<file path="src/seq_pkg.sv">
// Constants, opcodes and status word layout of the microprogram sequencer.
// Summary of operation
// - Hold-select writes 10 to status 5:4
// - In hold mode line one repeats latched instruction
// - A 16, 8 or 12 bit select leaves hold mode unless line one repeats
// - Interrupt during idle leaves in-progress set
// - Download first jumps to data port address
// - Download steps on flag high, holds otherwise
// - Download ends only by interrupt or reset
// - Two extra addresses before underflow vector
// - Interrupts disabled after reset until enabled
// - Condition and index field decoding
// - Status bits 3 to 0 layout
// - Status bits 5:4 select offset width
// - Status bits 15:6 mask lines nine to zero
// - Conditional calls and jumps from data port
// - Indexed register jumps and counter forms
// - Indirect jump, skip by two, return
// - Subroutine stack opcodes
// - Narrow offsets are sign-extended before adding
// - Idle floats address port, holds counter
package seq_pkg;
  localparam int OP_W = 7;
  localparam int AW = 16;
  localparam int NUM_LINES = 10;
  localparam int NUM_CNT = 4;
  localparam int STACK_DEPTH = 16;
  localparam int VEC_DEPTH = 16;
  localparam int JREG_DEPTH = 4;
  localparam int HOLD_LINE = 1;
  localparam int SR_TRANSPARENT = 0;
  localparam int SR_SIGN = 1;
  localparam int SR_IRQ_OFF = 2;
  localparam int SR_LOCAL_SP = 3;
  localparam int SR_WIDTH_LO = 4;
  localparam int SR_WIDTH_HI = 5;
  localparam int SR_MASK_LO = 6;
  localparam int SR_MASK_HI = 15;
  localparam logic [15:0] SR_RESET = 16'h0004;
  localparam logic [15:0] ADDR_RESET = 16'h0000;
  localparam logic [1:0] WIDTH_16 = 2'h0;
  localparam logic [1:0] WIDTH_8 = 2'h1;
  localparam logic [1:0] WIDTH_HOLD = 2'h2;
  localparam logic [1:0] WIDTH_12 = 2'h3;
  localparam logic [1:0] CC_ALWAYS = 2'h0;
  localparam logic [1:0] CC_NOT_FLAG = 2'h1;
  localparam logic [1:0] CC_FLAG = 2'h2;
  localparam logic [1:0] CC_SIGN = 2'h3;
  localparam logic [6:0] OP_CONTINUE = 7'h00;
  localparam logic [6:0] OP_IDLE = 7'h10;
  localparam logic [6:0] OP_DOWNLOAD = 7'h20;
  localparam logic [6:0] OP_SEL16 = 7'h24;
  localparam logic [6:0] OP_HOLD_MODE = 7'h25;
  localparam logic [6:0] OP_SEL8 = 7'h26;
  localparam logic [6:0] OP_SEL12 = 7'h27;
  localparam logic [6:0] OP_CLEAR_ALL_IRQ = 7'h01;
  localparam logic [6:0] OP_CLEAR_CUR_IRQ = 7'h11;
  localparam logic [6:0] OP_RETURN_IRQ = 7'h03;
  localparam logic [6:0] OP_DISABLE_IRQ = 7'h16;
  localparam logic [6:0] OP_ENABLE_IRQ = 7'h36;
  localparam logic [6:0] OP_WRITE_STATUS = 7'h1C;
  localparam logic [6:0] OP_READ_STATUS = 7'h2E;
  localparam logic [6:0] OP_LOAD_VEC_PTR = 7'h1D;
  localparam logic [6:0] OP_WRITE_VEC = 7'h0D;
  localparam logic [6:0] OP_DEC_SP = 7'h02;
  localparam logic [6:0] OP_POP_TO_PORT = 7'h3E;
  localparam logic [6:0] OP_PUSH_FROM_PORT = 7'h1E;
  localparam logic [6:0] OP_READ_SP = 7'h2C;
  localparam logic [6:0] OP_WRITE_SP = 7'h0E;
  localparam logic [6:0] OP_PUSH_JREG = 7'h1F;
  typedef enum logic [0:0] {
    ST_RUN = 1'b0,
    ST_DOWNLOAD = 1'b1
  } seq_state_type;
endpackage

</file>
<file path="src/seq_ctl_if.sv">
// Interface joining the sequencer core to its condition unit and subroutine stack.
`timescale 1ns/10ps
interface seq_ctl_if;
  logic [1:0] cc;
  logic flag;
  logic sign;
  logic [1:0] width;
  logic [15:0] data;
  logic [15:0] base;
  logic cond_ok;
  logic [15:0] rel_target;
  logic push;
  logic pop;
  logic dec;
  logic wr_ptr;
  logic sel_local;
  logic [15:0] push_data;
  logic [15:0] top;
  logic [3:0] ptr;
  modport cond_unit (input cc, flag, sign, width, data, base, output cond_ok, rel_target);
  modport stack_unit (input push, pop, dec, wr_ptr, sel_local, push_data, output top, ptr);
endinterface

</file>
<file path="src/seq_cond_unit.sv">
// Condition evaluation and relative jump target arithmetic.
`timescale 1ns/10ps
module seq_cond_unit (
  seq_ctl_if.cond_unit bus // Condition and offset operands
);
  import seq_pkg::*;

  function automatic logic [15:0] sext_offset(input logic [15:0] d, input logic [1:0] w);
    case (w)
      WIDTH_16: sext_offset = d;
      WIDTH_12: sext_offset = {{4{d[11]}}, d[11:0]};
      default: sext_offset = {{8{d[7]}}, d[7:0]};
    endcase
  endfunction

  always_comb begin
    case (bus.cc)
      CC_ALWAYS: bus.cond_ok = 1'b1;
      CC_NOT_FLAG: bus.cond_ok = ~bus.flag;
      CC_FLAG: bus.cond_ok = bus.flag;
      default: bus.cond_ok = bus.sign;
    endcase
  end

  // Hold mode shares the 8-bit width, so only code 11 and 00 differ from 8 bits.
  assign bus.rel_target = 16'(bus.base + sext_offset(bus.data, bus.width));
endmodule

</file>
<file path="src/seq_sub_stack.sv">
// Subroutine stack with separate global and local pointers.
`timescale 1ns/10ps
module seq_sub_stack (
  input wire logic mclk_in, // System clock
  input wire logic rstn_in, // Asynchronous reset, active low
  input wire logic ce_in, // Clock enable
  seq_ctl_if.stack_unit bus // Stack requests
);
  import seq_pkg::*;

  logic [15:0] mem_r [STACK_DEPTH];
  logic [15:0] mem_nxt [STACK_DEPTH];
  logic [3:0] gsp_r, gsp_nxt, lsp_r, lsp_nxt, ptr, p;

  assign ptr = bus.sel_local ? lsp_r : gsp_r;
  assign bus.ptr = ptr;
  assign bus.top = mem_r[ptr];

  always_comb begin
    mem_nxt = mem_r;
    p = ptr;
    if (bus.push) begin
      p = 4'(ptr + 4'h1);
      mem_nxt[p] = bus.push_data;
    end else if (bus.pop || bus.dec) begin
      p = 4'(ptr - 4'h1);
    end else if (bus.wr_ptr) begin
      p = bus.push_data[3:0];
    end
    gsp_nxt = bus.sel_local ? gsp_r : p;
    lsp_nxt = bus.sel_local ? p : lsp_r;
  end

  always_ff @(posedge mclk_in or negedge rstn_in) begin
    if (!rstn_in) begin
      for (int i = 0; i < STACK_DEPTH; i++) begin
        mem_r[i] <= 16'h0000;
      end
      gsp_r <= 4'h0;
      lsp_r <= 4'h0;
    end else if (ce_in) begin
      mem_r <= mem_nxt;
      gsp_r <= gsp_nxt;
      lsp_r <= lsp_nxt;
    end
  end
endmodule

</file>
<file path="src/microprogram_sequencer_control.sv">
// Microprogram sequencer core: decode, address generation, interrupts and download.
`timescale 1ns/10ps
module microprogram_sequencer_control (
  input wire logic mclk_in, // System clock, 25 MHz
  input wire logic rstn_in, // Asynchronous reset, active low
  input wire logic ce_in, // Clock enable, freezes state when low
  input wire logic [seq_pkg::OP_W-1:0] instr_in, // Microinstruction opcode
  input wire logic [seq_pkg::AW-1:0] data_in, // Data port input
  input wire logic flag_in, // Flag condition input
  input wire logic [seq_pkg::NUM_LINES-1:1] irq_in, // Interrupt lines nine to one
  output logic [seq_pkg::AW-1:0] addr_out, // Microcode address
  output logic addr_oe_out, // Address port drive enable
  output logic [seq_pkg::AW-1:0] data_out, // Data port output
  output logic data_oe_out, // Data port drive enable
  output logic [15:0] status_out, // Sequencer status word
  output logic interrupt_in_progress_out // Interrupt in progress
);
  import seq_pkg::*;

  function automatic logic [3:0] top_line(input logic [NUM_LINES-1:0] v);
    top_line = 4'h0;
    for (int i = 0; i < NUM_LINES; i++) begin
      if (v[i]) begin
        top_line = 4'(i);
      end
    end
  endfunction

  seq_ctl_if ctl();
  seq_cond_unit u_cond (.bus(ctl.cond_unit));
  seq_sub_stack u_stack (.mclk_in(mclk_in), .rstn_in(rstn_in), .ce_in(ce_in),
    .bus(ctl.stack_unit));

  logic [15:0] addr_r, addr_nxt, data_r, data_nxt, sr_r, sr_nxt, push_data;
  logic addr_oe_r, addr_oe_nxt, data_oe_r, data_oe_nxt;
  logic [15:0] cnt_r [NUM_CNT];
  logic [15:0] cnt_nxt [NUM_CNT];
  logic [15:0] jreg_r [JREG_DEPTH];
  logic [15:0] jreg_nxt [JREG_DEPTH];
  logic [15:0] vec_r [VEC_DEPTH];
  logic [15:0] vec_nxt [VEC_DEPTH];
  logic [1:0] jreg_wp_r, jreg_wp_nxt;
  logic [3:0] vbase_r, vbase_nxt, vwp_r, vwp_nxt, line_r, line_nxt;
  logic [NUM_LINES-1:0] pend_r, pend_nxt, elig, clr, kept;
  logic interrupt_in_progress_r, interrupt_in_progress_nxt, take_r, take_nxt, hold_valid_r, hold_valid_nxt;
  logic [6:0] hold_instr_r, hold_instr_nxt, exec_op;
  seq_state_type state_r, state_nxt;
  logic [2:0] grp;
  logic [3:0] lo;
  logic [1:0] ii;
  logic hold_mode, dec_en, uf, push, pop, sdec, wptr;
  logic [1:0] dec_idx;

  assign hold_mode = (sr_r[SR_WIDTH_HI:SR_WIDTH_LO] == WIDTH_HOLD);
  assign grp = exec_op[6:4];
  assign lo = exec_op[3:0];
  assign ii = exec_op[1:0];

  assign ctl.cc = exec_op[3:2];
  assign ctl.flag = flag_in;
  assign ctl.sign = sr_r[SR_SIGN];
  assign ctl.width = sr_r[SR_WIDTH_HI:SR_WIDTH_LO];
  assign ctl.data = data_in;
  assign ctl.base = 16'(addr_r + 16'h0001);
  assign ctl.push = push;
  assign ctl.pop = pop;
  assign ctl.dec = sdec;
  assign ctl.wr_ptr = wptr;
  assign ctl.sel_local = sr_r[SR_LOCAL_SP];
  assign ctl.push_data = push_data;

  assign addr_out = addr_r;
  assign addr_oe_out = addr_oe_r;
  assign data_out = data_r;
  assign data_oe_out = data_oe_r;
  assign status_out = sr_r;
  assign interrupt_in_progress_out = interrupt_in_progress_r;

  ////////////////////////////////////////////////////////////////////////////////
  // The first cycle of a hold executes the port, later cycles the latched copy.
  always_comb begin
    exec_op = instr_in;
    hold_instr_nxt = hold_instr_r;
    hold_valid_nxt = 1'b0;
    if (hold_mode && irq_in[HOLD_LINE]) begin
      hold_valid_nxt = 1'b1;
      if (hold_valid_r) begin
        exec_op = hold_instr_r;
      end else begin
        hold_instr_nxt = instr_in;
      end
    end
  end

  ////////////////////////////////////////////////////////////////////////////////
  always_comb begin
    addr_nxt = 16'(addr_r + 16'h0001);
    addr_oe_nxt = 1'b1;
    data_nxt = data_r;
    data_oe_nxt = 1'b0;
    sr_nxt = sr_r;
    cnt_nxt = cnt_r;
    jreg_nxt = jreg_r;
    jreg_wp_nxt = jreg_wp_r;
    vec_nxt = vec_r;
    vbase_nxt = vbase_r;
    vwp_nxt = vwp_r;
    interrupt_in_progress_nxt = interrupt_in_progress_r;
    take_nxt = 1'b0;
    line_nxt = line_r;
    state_nxt = state_r;
    clr = '0;
    dec_en = 1'b0;
    dec_idx = 2'h0;
    push = 1'b0;
    pop = 1'b0;
    sdec = 1'b0;
    wptr = 1'b0;
    push_data = 16'(addr_r + 16'h0001);
    uf = 1'b0;
    // Line one stops being an interrupt source while hold mode is selected.
    elig = pend_r & ~sr_r[SR_MASK_HI:SR_MASK_LO] & (hold_mode ? 10'h3FD : 10'h3FF);
    if (take_r) begin
      // The instruction on the port in the vector cycle is refetched after return.
      // A download ignores the port, so only an idle executed in run can swallow the vector.
      if (state_r == ST_RUN && exec_op == OP_IDLE) begin
        addr_nxt = addr_r;
        addr_oe_nxt = 1'b0;
      end else begin
        addr_nxt = vec_r[4'(vbase_r + line_r)];
        push = 1'b1;
        push_data = addr_r;
        state_nxt = ST_RUN;
      end
    end else begin
      // Recognition costs a cycle, so one more address goes out before the vector.
      if (!interrupt_in_progress_r && !sr_r[SR_IRQ_OFF] && (|elig)) begin
        take_nxt = 1'b1;
        interrupt_in_progress_nxt = 1'b1;
        line_nxt = top_line(elig);
      end
      if (state_r == ST_DOWNLOAD) begin
        if (flag_in) begin
          dec_en = 1'b1;
        end else begin
          addr_nxt = addr_r;
        end
      end else begin
        case (grp)
          3'b000: begin
            case (lo)
              4'h1: clr = '1;
              4'h2: sdec = 1'b1;
              4'h3: begin
                pop = 1'b1;
                addr_nxt = ctl.top;
                interrupt_in_progress_nxt = 1'b0;
              end
              4'hD: begin
                vec_nxt[vwp_r] = data_in;
                vwp_nxt = 4'(vwp_r + 4'h1);
              end
              4'hE: begin
                wptr = 1'b1;
                push_data = data_in;
              end
              default: ;
            endcase
          end
          3'b001: begin
            case (lo)
              4'h0: begin
                addr_nxt = addr_r;
                addr_oe_nxt = 1'b0;
              end
              4'h1: begin
                clr[line_r] = 1'b1;
                interrupt_in_progress_nxt = 1'b0;
              end
              4'h6: sr_nxt[SR_IRQ_OFF] = 1'b1;
              4'hC: sr_nxt = data_in;
              4'hD: begin
                vbase_nxt = data_in[3:0];
                vwp_nxt = data_in[3:0];
              end
              4'hE: begin
                push = 1'b1;
                push_data = data_in;
              end
              4'hF: begin
                jreg_nxt[jreg_wp_r] = data_in;
                jreg_wp_nxt = 2'(jreg_wp_r + 2'h1);
              end
              default: ;
            endcase
          end
          3'b010: begin
            case (lo)
              4'h0: begin
                addr_nxt = data_in;
                state_nxt = ST_DOWNLOAD;
              end
              4'h4: sr_nxt[SR_WIDTH_HI:SR_WIDTH_LO] = WIDTH_16;
              4'h5: sr_nxt[SR_WIDTH_HI:SR_WIDTH_LO] = WIDTH_HOLD;
              4'h6: sr_nxt[SR_WIDTH_HI:SR_WIDTH_LO] = WIDTH_8;
              4'h7: sr_nxt[SR_WIDTH_HI:SR_WIDTH_LO] = WIDTH_12;
              4'hC: begin
                data_nxt = {12'h000, ctl.ptr};
                data_oe_nxt = 1'b1;
              end
              4'hE: begin
                data_nxt = sr_r;
                data_oe_nxt = 1'b1;
              end
              default: ;
            endcase
          end
          3'b011: begin
            if (lo[3:2] == 2'b00) begin
              dec_en = 1'b1;
              dec_idx = ii;
            end else if (lo[3:2] == 2'b10) begin
              cnt_nxt[ii] = data_in;
            end else if (lo == 4'h6) begin
              sr_nxt[SR_IRQ_OFF] = 1'b0;
            end else if (lo == 4'hE) begin
              pop = 1'b1;
              data_nxt = ctl.top;
              data_oe_nxt = 1'b1;
            end
          end
          3'b100: begin
            if (ctl.cc == CC_SIGN) begin
              if (sr_r[SR_SIGN]) begin
                addr_nxt = data_in;
                sr_nxt[SR_SIGN] = 1'b0;
              end
            end else if (sr_r[SR_SIGN]) begin
              addr_nxt = jreg_r[ii];
            end else if (ctl.cond_ok) begin
              addr_nxt = data_in;
            end
          end
          3'b101: begin
            if (ctl.cond_ok) begin
              case (lo[1:0])
                2'b10: addr_nxt = jreg_r[data_in[1:0]];
                2'b01: addr_nxt = 16'(addr_r + 16'h0002);
                2'b11: begin
                  pop = 1'b1;
                  addr_nxt = ctl.top;
                end
                default: ;
              endcase
            end
          end
          3'b110: begin
            if (ctl.cc == CC_SIGN) begin
              dec_en = 1'b1;
              if (sr_r[SR_SIGN]) begin
                addr_nxt = jreg_r[ii];
              end
            end else if (ctl.cond_ok) begin
              addr_nxt = jreg_r[ii];
            end
          end
          default: begin
            if (ctl.cond_ok) begin
              case (lo[1:0])
                2'b00: begin
                  push = 1'b1;
                  addr_nxt = data_in;
                end
                2'b01: addr_nxt = ctl.rel_target;
                2'b10: begin
                  push = 1'b1;
                  addr_nxt = ctl.rel_target;
                end
                default: addr_nxt = data_in;
              endcase
            end
          end
        endcase
      end
      // Recognition must win over a clear or return decoded in the same cycle.
      if (take_nxt) begin
        interrupt_in_progress_nxt = 1'b1;
      end
    end
    if (dec_en) begin
      sr_nxt[SR_SIGN] = cnt_r[dec_idx][15];
      cnt_nxt[dec_idx] = 16'(cnt_r[dec_idx] - 16'h0001);
      // Flagged as counter zero reaches zero: with the recognition step the preload is
      // then two below the number of words a download delivers.
      uf = (dec_idx == 2'h0) && (cnt_r[0] == 16'h0001);
    end
    // A new request wins over a clear in the same cycle.
    kept = sr_r[SR_TRANSPARENT] ? (pend_r & ~clr & 10'h001) : (pend_r & ~clr);
    pend_nxt = kept | {irq_in, uf};
  end

  always_ff @(posedge mclk_in or negedge rstn_in) begin
    if (!rstn_in) begin
      addr_r <= ADDR_RESET;
      addr_oe_r <= 1'b1;
      data_r <= 16'h0000;
      data_oe_r <= 1'b0;
      sr_r <= SR_RESET;
      for (int i = 0; i < NUM_CNT; i++) begin
        cnt_r[i] <= 16'h0000;
        jreg_r[i] <= 16'h0000;
      end
      for (int i = 0; i < VEC_DEPTH; i++) begin
        vec_r[i] <= 16'h0000;
      end
      jreg_wp_r <= 2'h0;
      vbase_r <= 4'h0;
      vwp_r <= 4'h0;
      pend_r <= '0;
      interrupt_in_progress_r <= 1'b0;
      take_r <= 1'b0;
      line_r <= 4'h0;
      state_r <= ST_RUN;
      hold_instr_r <= OP_CONTINUE;
      hold_valid_r <= 1'b0;
    end else if (ce_in) begin
      addr_r <= addr_nxt;
      addr_oe_r <= addr_oe_nxt;
      data_r <= data_nxt;
      data_oe_r <= data_oe_nxt;
      sr_r <= sr_nxt;
      cnt_r <= cnt_nxt;
      jreg_r <= jreg_nxt;
      vec_r <= vec_nxt;
      jreg_wp_r <= jreg_wp_nxt;
      vbase_r <= vbase_nxt;
      vwp_r <= vwp_nxt;
      pend_r <= pend_nxt;
      interrupt_in_progress_r <= interrupt_in_progress_nxt;
      take_r <= take_nxt;
      line_r <= line_nxt;
      state_r <= state_nxt;
      hold_instr_r <= hold_instr_nxt;
      hold_valid_r <= hold_valid_nxt;
    end
  end
endmodule

</file>
<file path="config.mk">
export PLATFORM = sky130hd
export DESIGN_NAME = microprogram_sequencer_control
export DESIGN_NICKNAME = d
export VERILOG_FILES = /design/src/seq_pkg.sv /design/src/seq_ctl_if.sv /design/src/seq_cond_unit.sv /design/src/seq_sub_stack.sv /design/src/microprogram_sequencer_control.sv
export SDC_FILE = /design/constraint.sdc
export NUM_CORES = 2
export LEC_CHECK = 0
export ABC_AREA = 1
export BUFFER_PORTS_ARGS = -buffer_cell sky130_fd_sc_hd__buf_2
export CAP_MARGIN = 20
export CORE_MARGIN = 5
export CORE_UTILIZATION = 45
export CTS_CLUSTER_SIZE = 8
export DETAILED_ROUTE_END_ITERATION = 10
export GPL_TIMING_DRIVEN = 1
export PLACE_DENSITY = 0.61
export SLEW_MARGIN = 5
export SYNTH_ARGS = -nofsm -noshare
export SYNTH_HDL_FRONTEND = slang
export SYNTH_SLANG_ARGS = --single-unit
</file>
<file path="constraint.sdc">
create_clock -name mclk_in -period 3.7 [get_ports mclk_in]
set_input_delay 0.185 -clock mclk_in [delete_from_list [all_inputs] [get_ports mclk_in]]
set_output_delay 0.185 -clock mclk_in [all_outputs]
set_load 0.05 [all_outputs]
</file>
==> out/qor.csv <==
stage,metric,value,unit
finish,final instance area,47100,sq um
setup_path,crit-path most repeated cell,a21oi_1,
clocking,clk sinks,733,
setup_path,Buf/Inv on CP,1,
sta,setup repair after global routing missed its margin,true,
grt,gr ovfl total,0,
sta,Worst Tran Pin Value,0.949,ns
finish,area grow syn2layout,13.9,%
floorplan,Rows,111,
finish,most frequent cells in the layout,"nand2_1 (1783), dfrtp_1 (725), o21ai_0 (666)",
grt,largest net degree at the start of global routing,129,
place,HPWL after DPL,111000,um
place,Area after DPL,44000,sq um
clocking,CTS max path bufs,3,
sta,Worst Clk Skew,0.0325,ns
place,Port Buffers,86,
sta,Final Setup Violations,0,
run,Max Cap Viol,0,
clocking,CTS root buffer,clkbuf_16,
logic_synthesis,"Distinct cells, synth",69,
grt,initial antenna violation count,6,
setup_path,critical-path cell list,"nand2_1, nor2_1, nand3_1, xor2_1, inv_2, ha_1, a21oi_1, a21boi_0, nand3_1, o21ai_0, a21oi_1, nor2_1, nand4_1, nand2_1, a21oi_1",
run_status,status,finished clean,
drt,total number of vias,39900,
setup_path,CP Capture Type,register,
drt,Routed met2 length,69300,um
grt,Total GRT Usage,0.318,
drt,WL met3,13500,um
drt,1st-iter DRT viols,4294,
clocking,"Reg clk slew, reported paths",0.05,ns
clocking,CTS tree,built,
grt,vias in the first global route,37100,
setup_path,CP required,4.25,ns
clocking,H-tree depth,3,
logic_synthesis,Cells after Synth,5607,
sta,final setup margin,0.151,ns
clocking,total CTS buffers,102,
floorplan,core box area,91500,sq um
finish,layout cells sized above 1,0.112,
finish,Filler Cell Count,8951,
logic_synthesis,ys flop type,dfrtp_1,
place,Final Wtd Congestion,1.02,
logic_synthesis,YS warnings,0,
floorplan,overall die height,313,um
logic_synthesis,Post-Syn Nets,5687,
logic_synthesis,"FF+latch count, synth",733,
floorplan,Initial Util,0.452,
setup_path,Crit-path slowest cell,dfrtp_1,
setup_path,Setup crit start kind,register,
logic_synthesis,post-synth top area share,0.442,
floorplan,Die Width,313,um
sta,Setup TNS Final,0,ns
drt,routed vias/inst,5.76,
drt,Metal-1 WL,68400,um
finish,"commonest non-fill, non-tap cell in the layout",nand2_1,
sta,normalized max-slew margin,0.367,
floorplan,die footprint,98100,sq um
setup_path,CP Data Arrival Time,4.09,ns
drt,final WL,160000,um
sta,FMAX,0.282,GHz
finish,nets@finish,5788,
setup_path,worst stage delay on the critical path,0.55,ns
sta,final-report max-slew violation count,0,
logic_synthesis,syn avg cell area,7.38,sq um
clocking,clk_lat worst skew,0.69,ns
finish,Non-Filler Instances,6914,
setup_path,Setup CP Type,reg -> reg,
logic_synthesis,"area leader, netlist",dfrtp_1,
pwr,Peak supply drop,0.525,mV
logic_synthesis,sequential share of the synthesized area,0.443,
logic_synthesis,Post-synth EDFFs,0,
place,DP Worst Slack,-0.0315,ns
logic_synthesis,main area contributors after synthesis,"dfrtp_1 (44%), nand2_1 (16%), o21ai_0 (8.1%)",
drt,top sig layer,met5,
drt,antenna violation net count after detailed routing,0,
sta,min Tclk post-route,3.55,ns
pwr,PD cells,864,nW/um^2
drt,DRC,0,
sta,Final Cycle Share,0.959,
sta,final hold vios,0,
logic_synthesis,Post-Syn Area,41400,sq um
drt,mean routed wirelength per cell,23.1,um
setup_path,"Max FO, Critical Path",7,
grt,first-pass GRT wire length,240000,um
finish,sequential cell area,18400,sq um
drt,Pre-antenna DRT Iters,6,
place,Cells after DPL,6757,
finish,area of the multi-input gates,20200,sq um
pwr,Leakage,22.4,nW
logic_synthesis,"FFs w/ async S/R, synth",1.00,
worst_hold_path,path type of the worst min-delay path,in -> reg,
setup_path,Crit path max-delay family,simple AND/OR/NAND/NOR gates,
sta,final hold slack,0.0712,ns
floorplan,io pins,87,
## logic make-up after synthesis
group,after synthesis,synth area share
XOR/XNOR,22,0.00484
multiplexers,37,0.00986
buffers and inverters,745,0.0726
flip-flops,733,0.443
AO/OA/AOI/OAI,1309,0.182
adder cells (fa/ha/maj),44,0.0137
AND/OR/NAND/NOR,2717,0.274
## per-stage QoR
step,util,total power [W]
after floorplan,-,0.0238
after global placement,0.481,0.0317
after detailed placement,0.481,0.0318
after CTS,0.513,0.0404
after global routing,0.515,0.0431
final,0.515,0.0407
## cells in the mapped netlist (all sizes together) (9+ instances only)
master	count
a21oi	217
a22oi	10
a2bb2oi	12
a31oi	30
buf	99
clkbuf	268
clkinv	10
dfrtp	731
ha	42
inv	368
mux2	30
nand2	1810
nand3	382
nand4	22
nor2	459
nor3	21
o211ai	114
o21a	9
o21ai	785
o221ai	20
o22ai	19
o32ai	64
xor2	17
## worst paths after layout
check / start / to / slack (ns) / cells after the start
worst max-delay path: addr_out[7] / addr_out[12] / 0.15 / 15
worst min-delay path: data_in[12] / status_out[12] / 0.07 / 3
worst max register to register: addr_out[7] / addr_out[12] / 0.15 / 15
worst min register to register: u_stack.mem_r[235] / u_stack.mem_r[235] / 0.46 / 2
max in group asynchronous: rstn_in / addr_out[14] / 2.48 / 3
min in group asynchronous: rstn_in / u_stack.mem_r[190] / 0.18 / 2
## flip-flops by register name, summed over array words and instances, names as in the netlist, 2 cells and up
register       cells
u_stack.mem_r    256
vec_r            256
cnt_r             64
jreg_r            64
addr_out          16
data_out          16
status_out        16
pend_r            10
hold_instr_r       7
line_r             4
u_stack.gsp_r      4
u_stack.lsp_r      4
vbase_r            4
vwp_r              4
jreg_wp_r          2
## cell type report
type | instances | area share
Multi-Input combinational cell | 4129 | 0.428
Clock inverter | 4 | 0.00106
Sequential cell | 733 | 0.389
Inverter | 378 | 0.0309
Clock buffer | 118 | 0.0567
Tap cell | 1186 | 0.0315
Timing Repair Buffer | 364 | 0.0619
Antenna cell | 2 | 0.000106
## worst reg2reg max path: stages, from the launching register on
cell and delay, ns:
dfrtp_1 0.55, nand2_1 0.23, nor2_1 0.24, nand3_1 0.12, xor2_1 0.25, inv_2 0.17, ha_1 0.38, a21oi_1 0.23
a21boi_0 0.21, nand3_1 0.15, o21ai_0 0.27, a21oi_1 0.10, nor2_1 0.14, nand4_1 0.14, nand2_1 0.17, a21oi_1 0.09
## power breakdown
group / internal [W] / leakage, nW / total, W / switching, W
Clock: 0.00498 / 1.33 / 0.00842 / 0.00344
Combinational: 0.00639 / 11.5 / 0.0213 / 0.0149
Sequential: 0.00983 / 9.63 / 0.0110 / 0.00120
Total: 0.0212 / 22.4 / 0.0407 / 0.0195
## routing by layer
| metal | GRT usage | vias up |
|---|---|---|
| li1 | - | 18700 |
| met1 | 0.444 | 19100 |
| met5 | 0 | - |
| met2 | 0.479 | 1726 |
| met4 | 0.148 | 6 |
| met3 | 0.0608 | 382 |
## timing repair
| item | in CTS | in global routing |
|---|---|---|
| buffers inserted | 0 | 8 |
| setup endpoints to repair | 1 | 136 |
| pin swaps | 0 | 4 |
| resized for setup | 3 | 29 |
| hold endpoints to repair | 102 | 0 |
| hold buffers | 25 | 0 |
| gates cloned | 0 | 0 |
No activity file was read; power rests on OpenSTA's default activity.
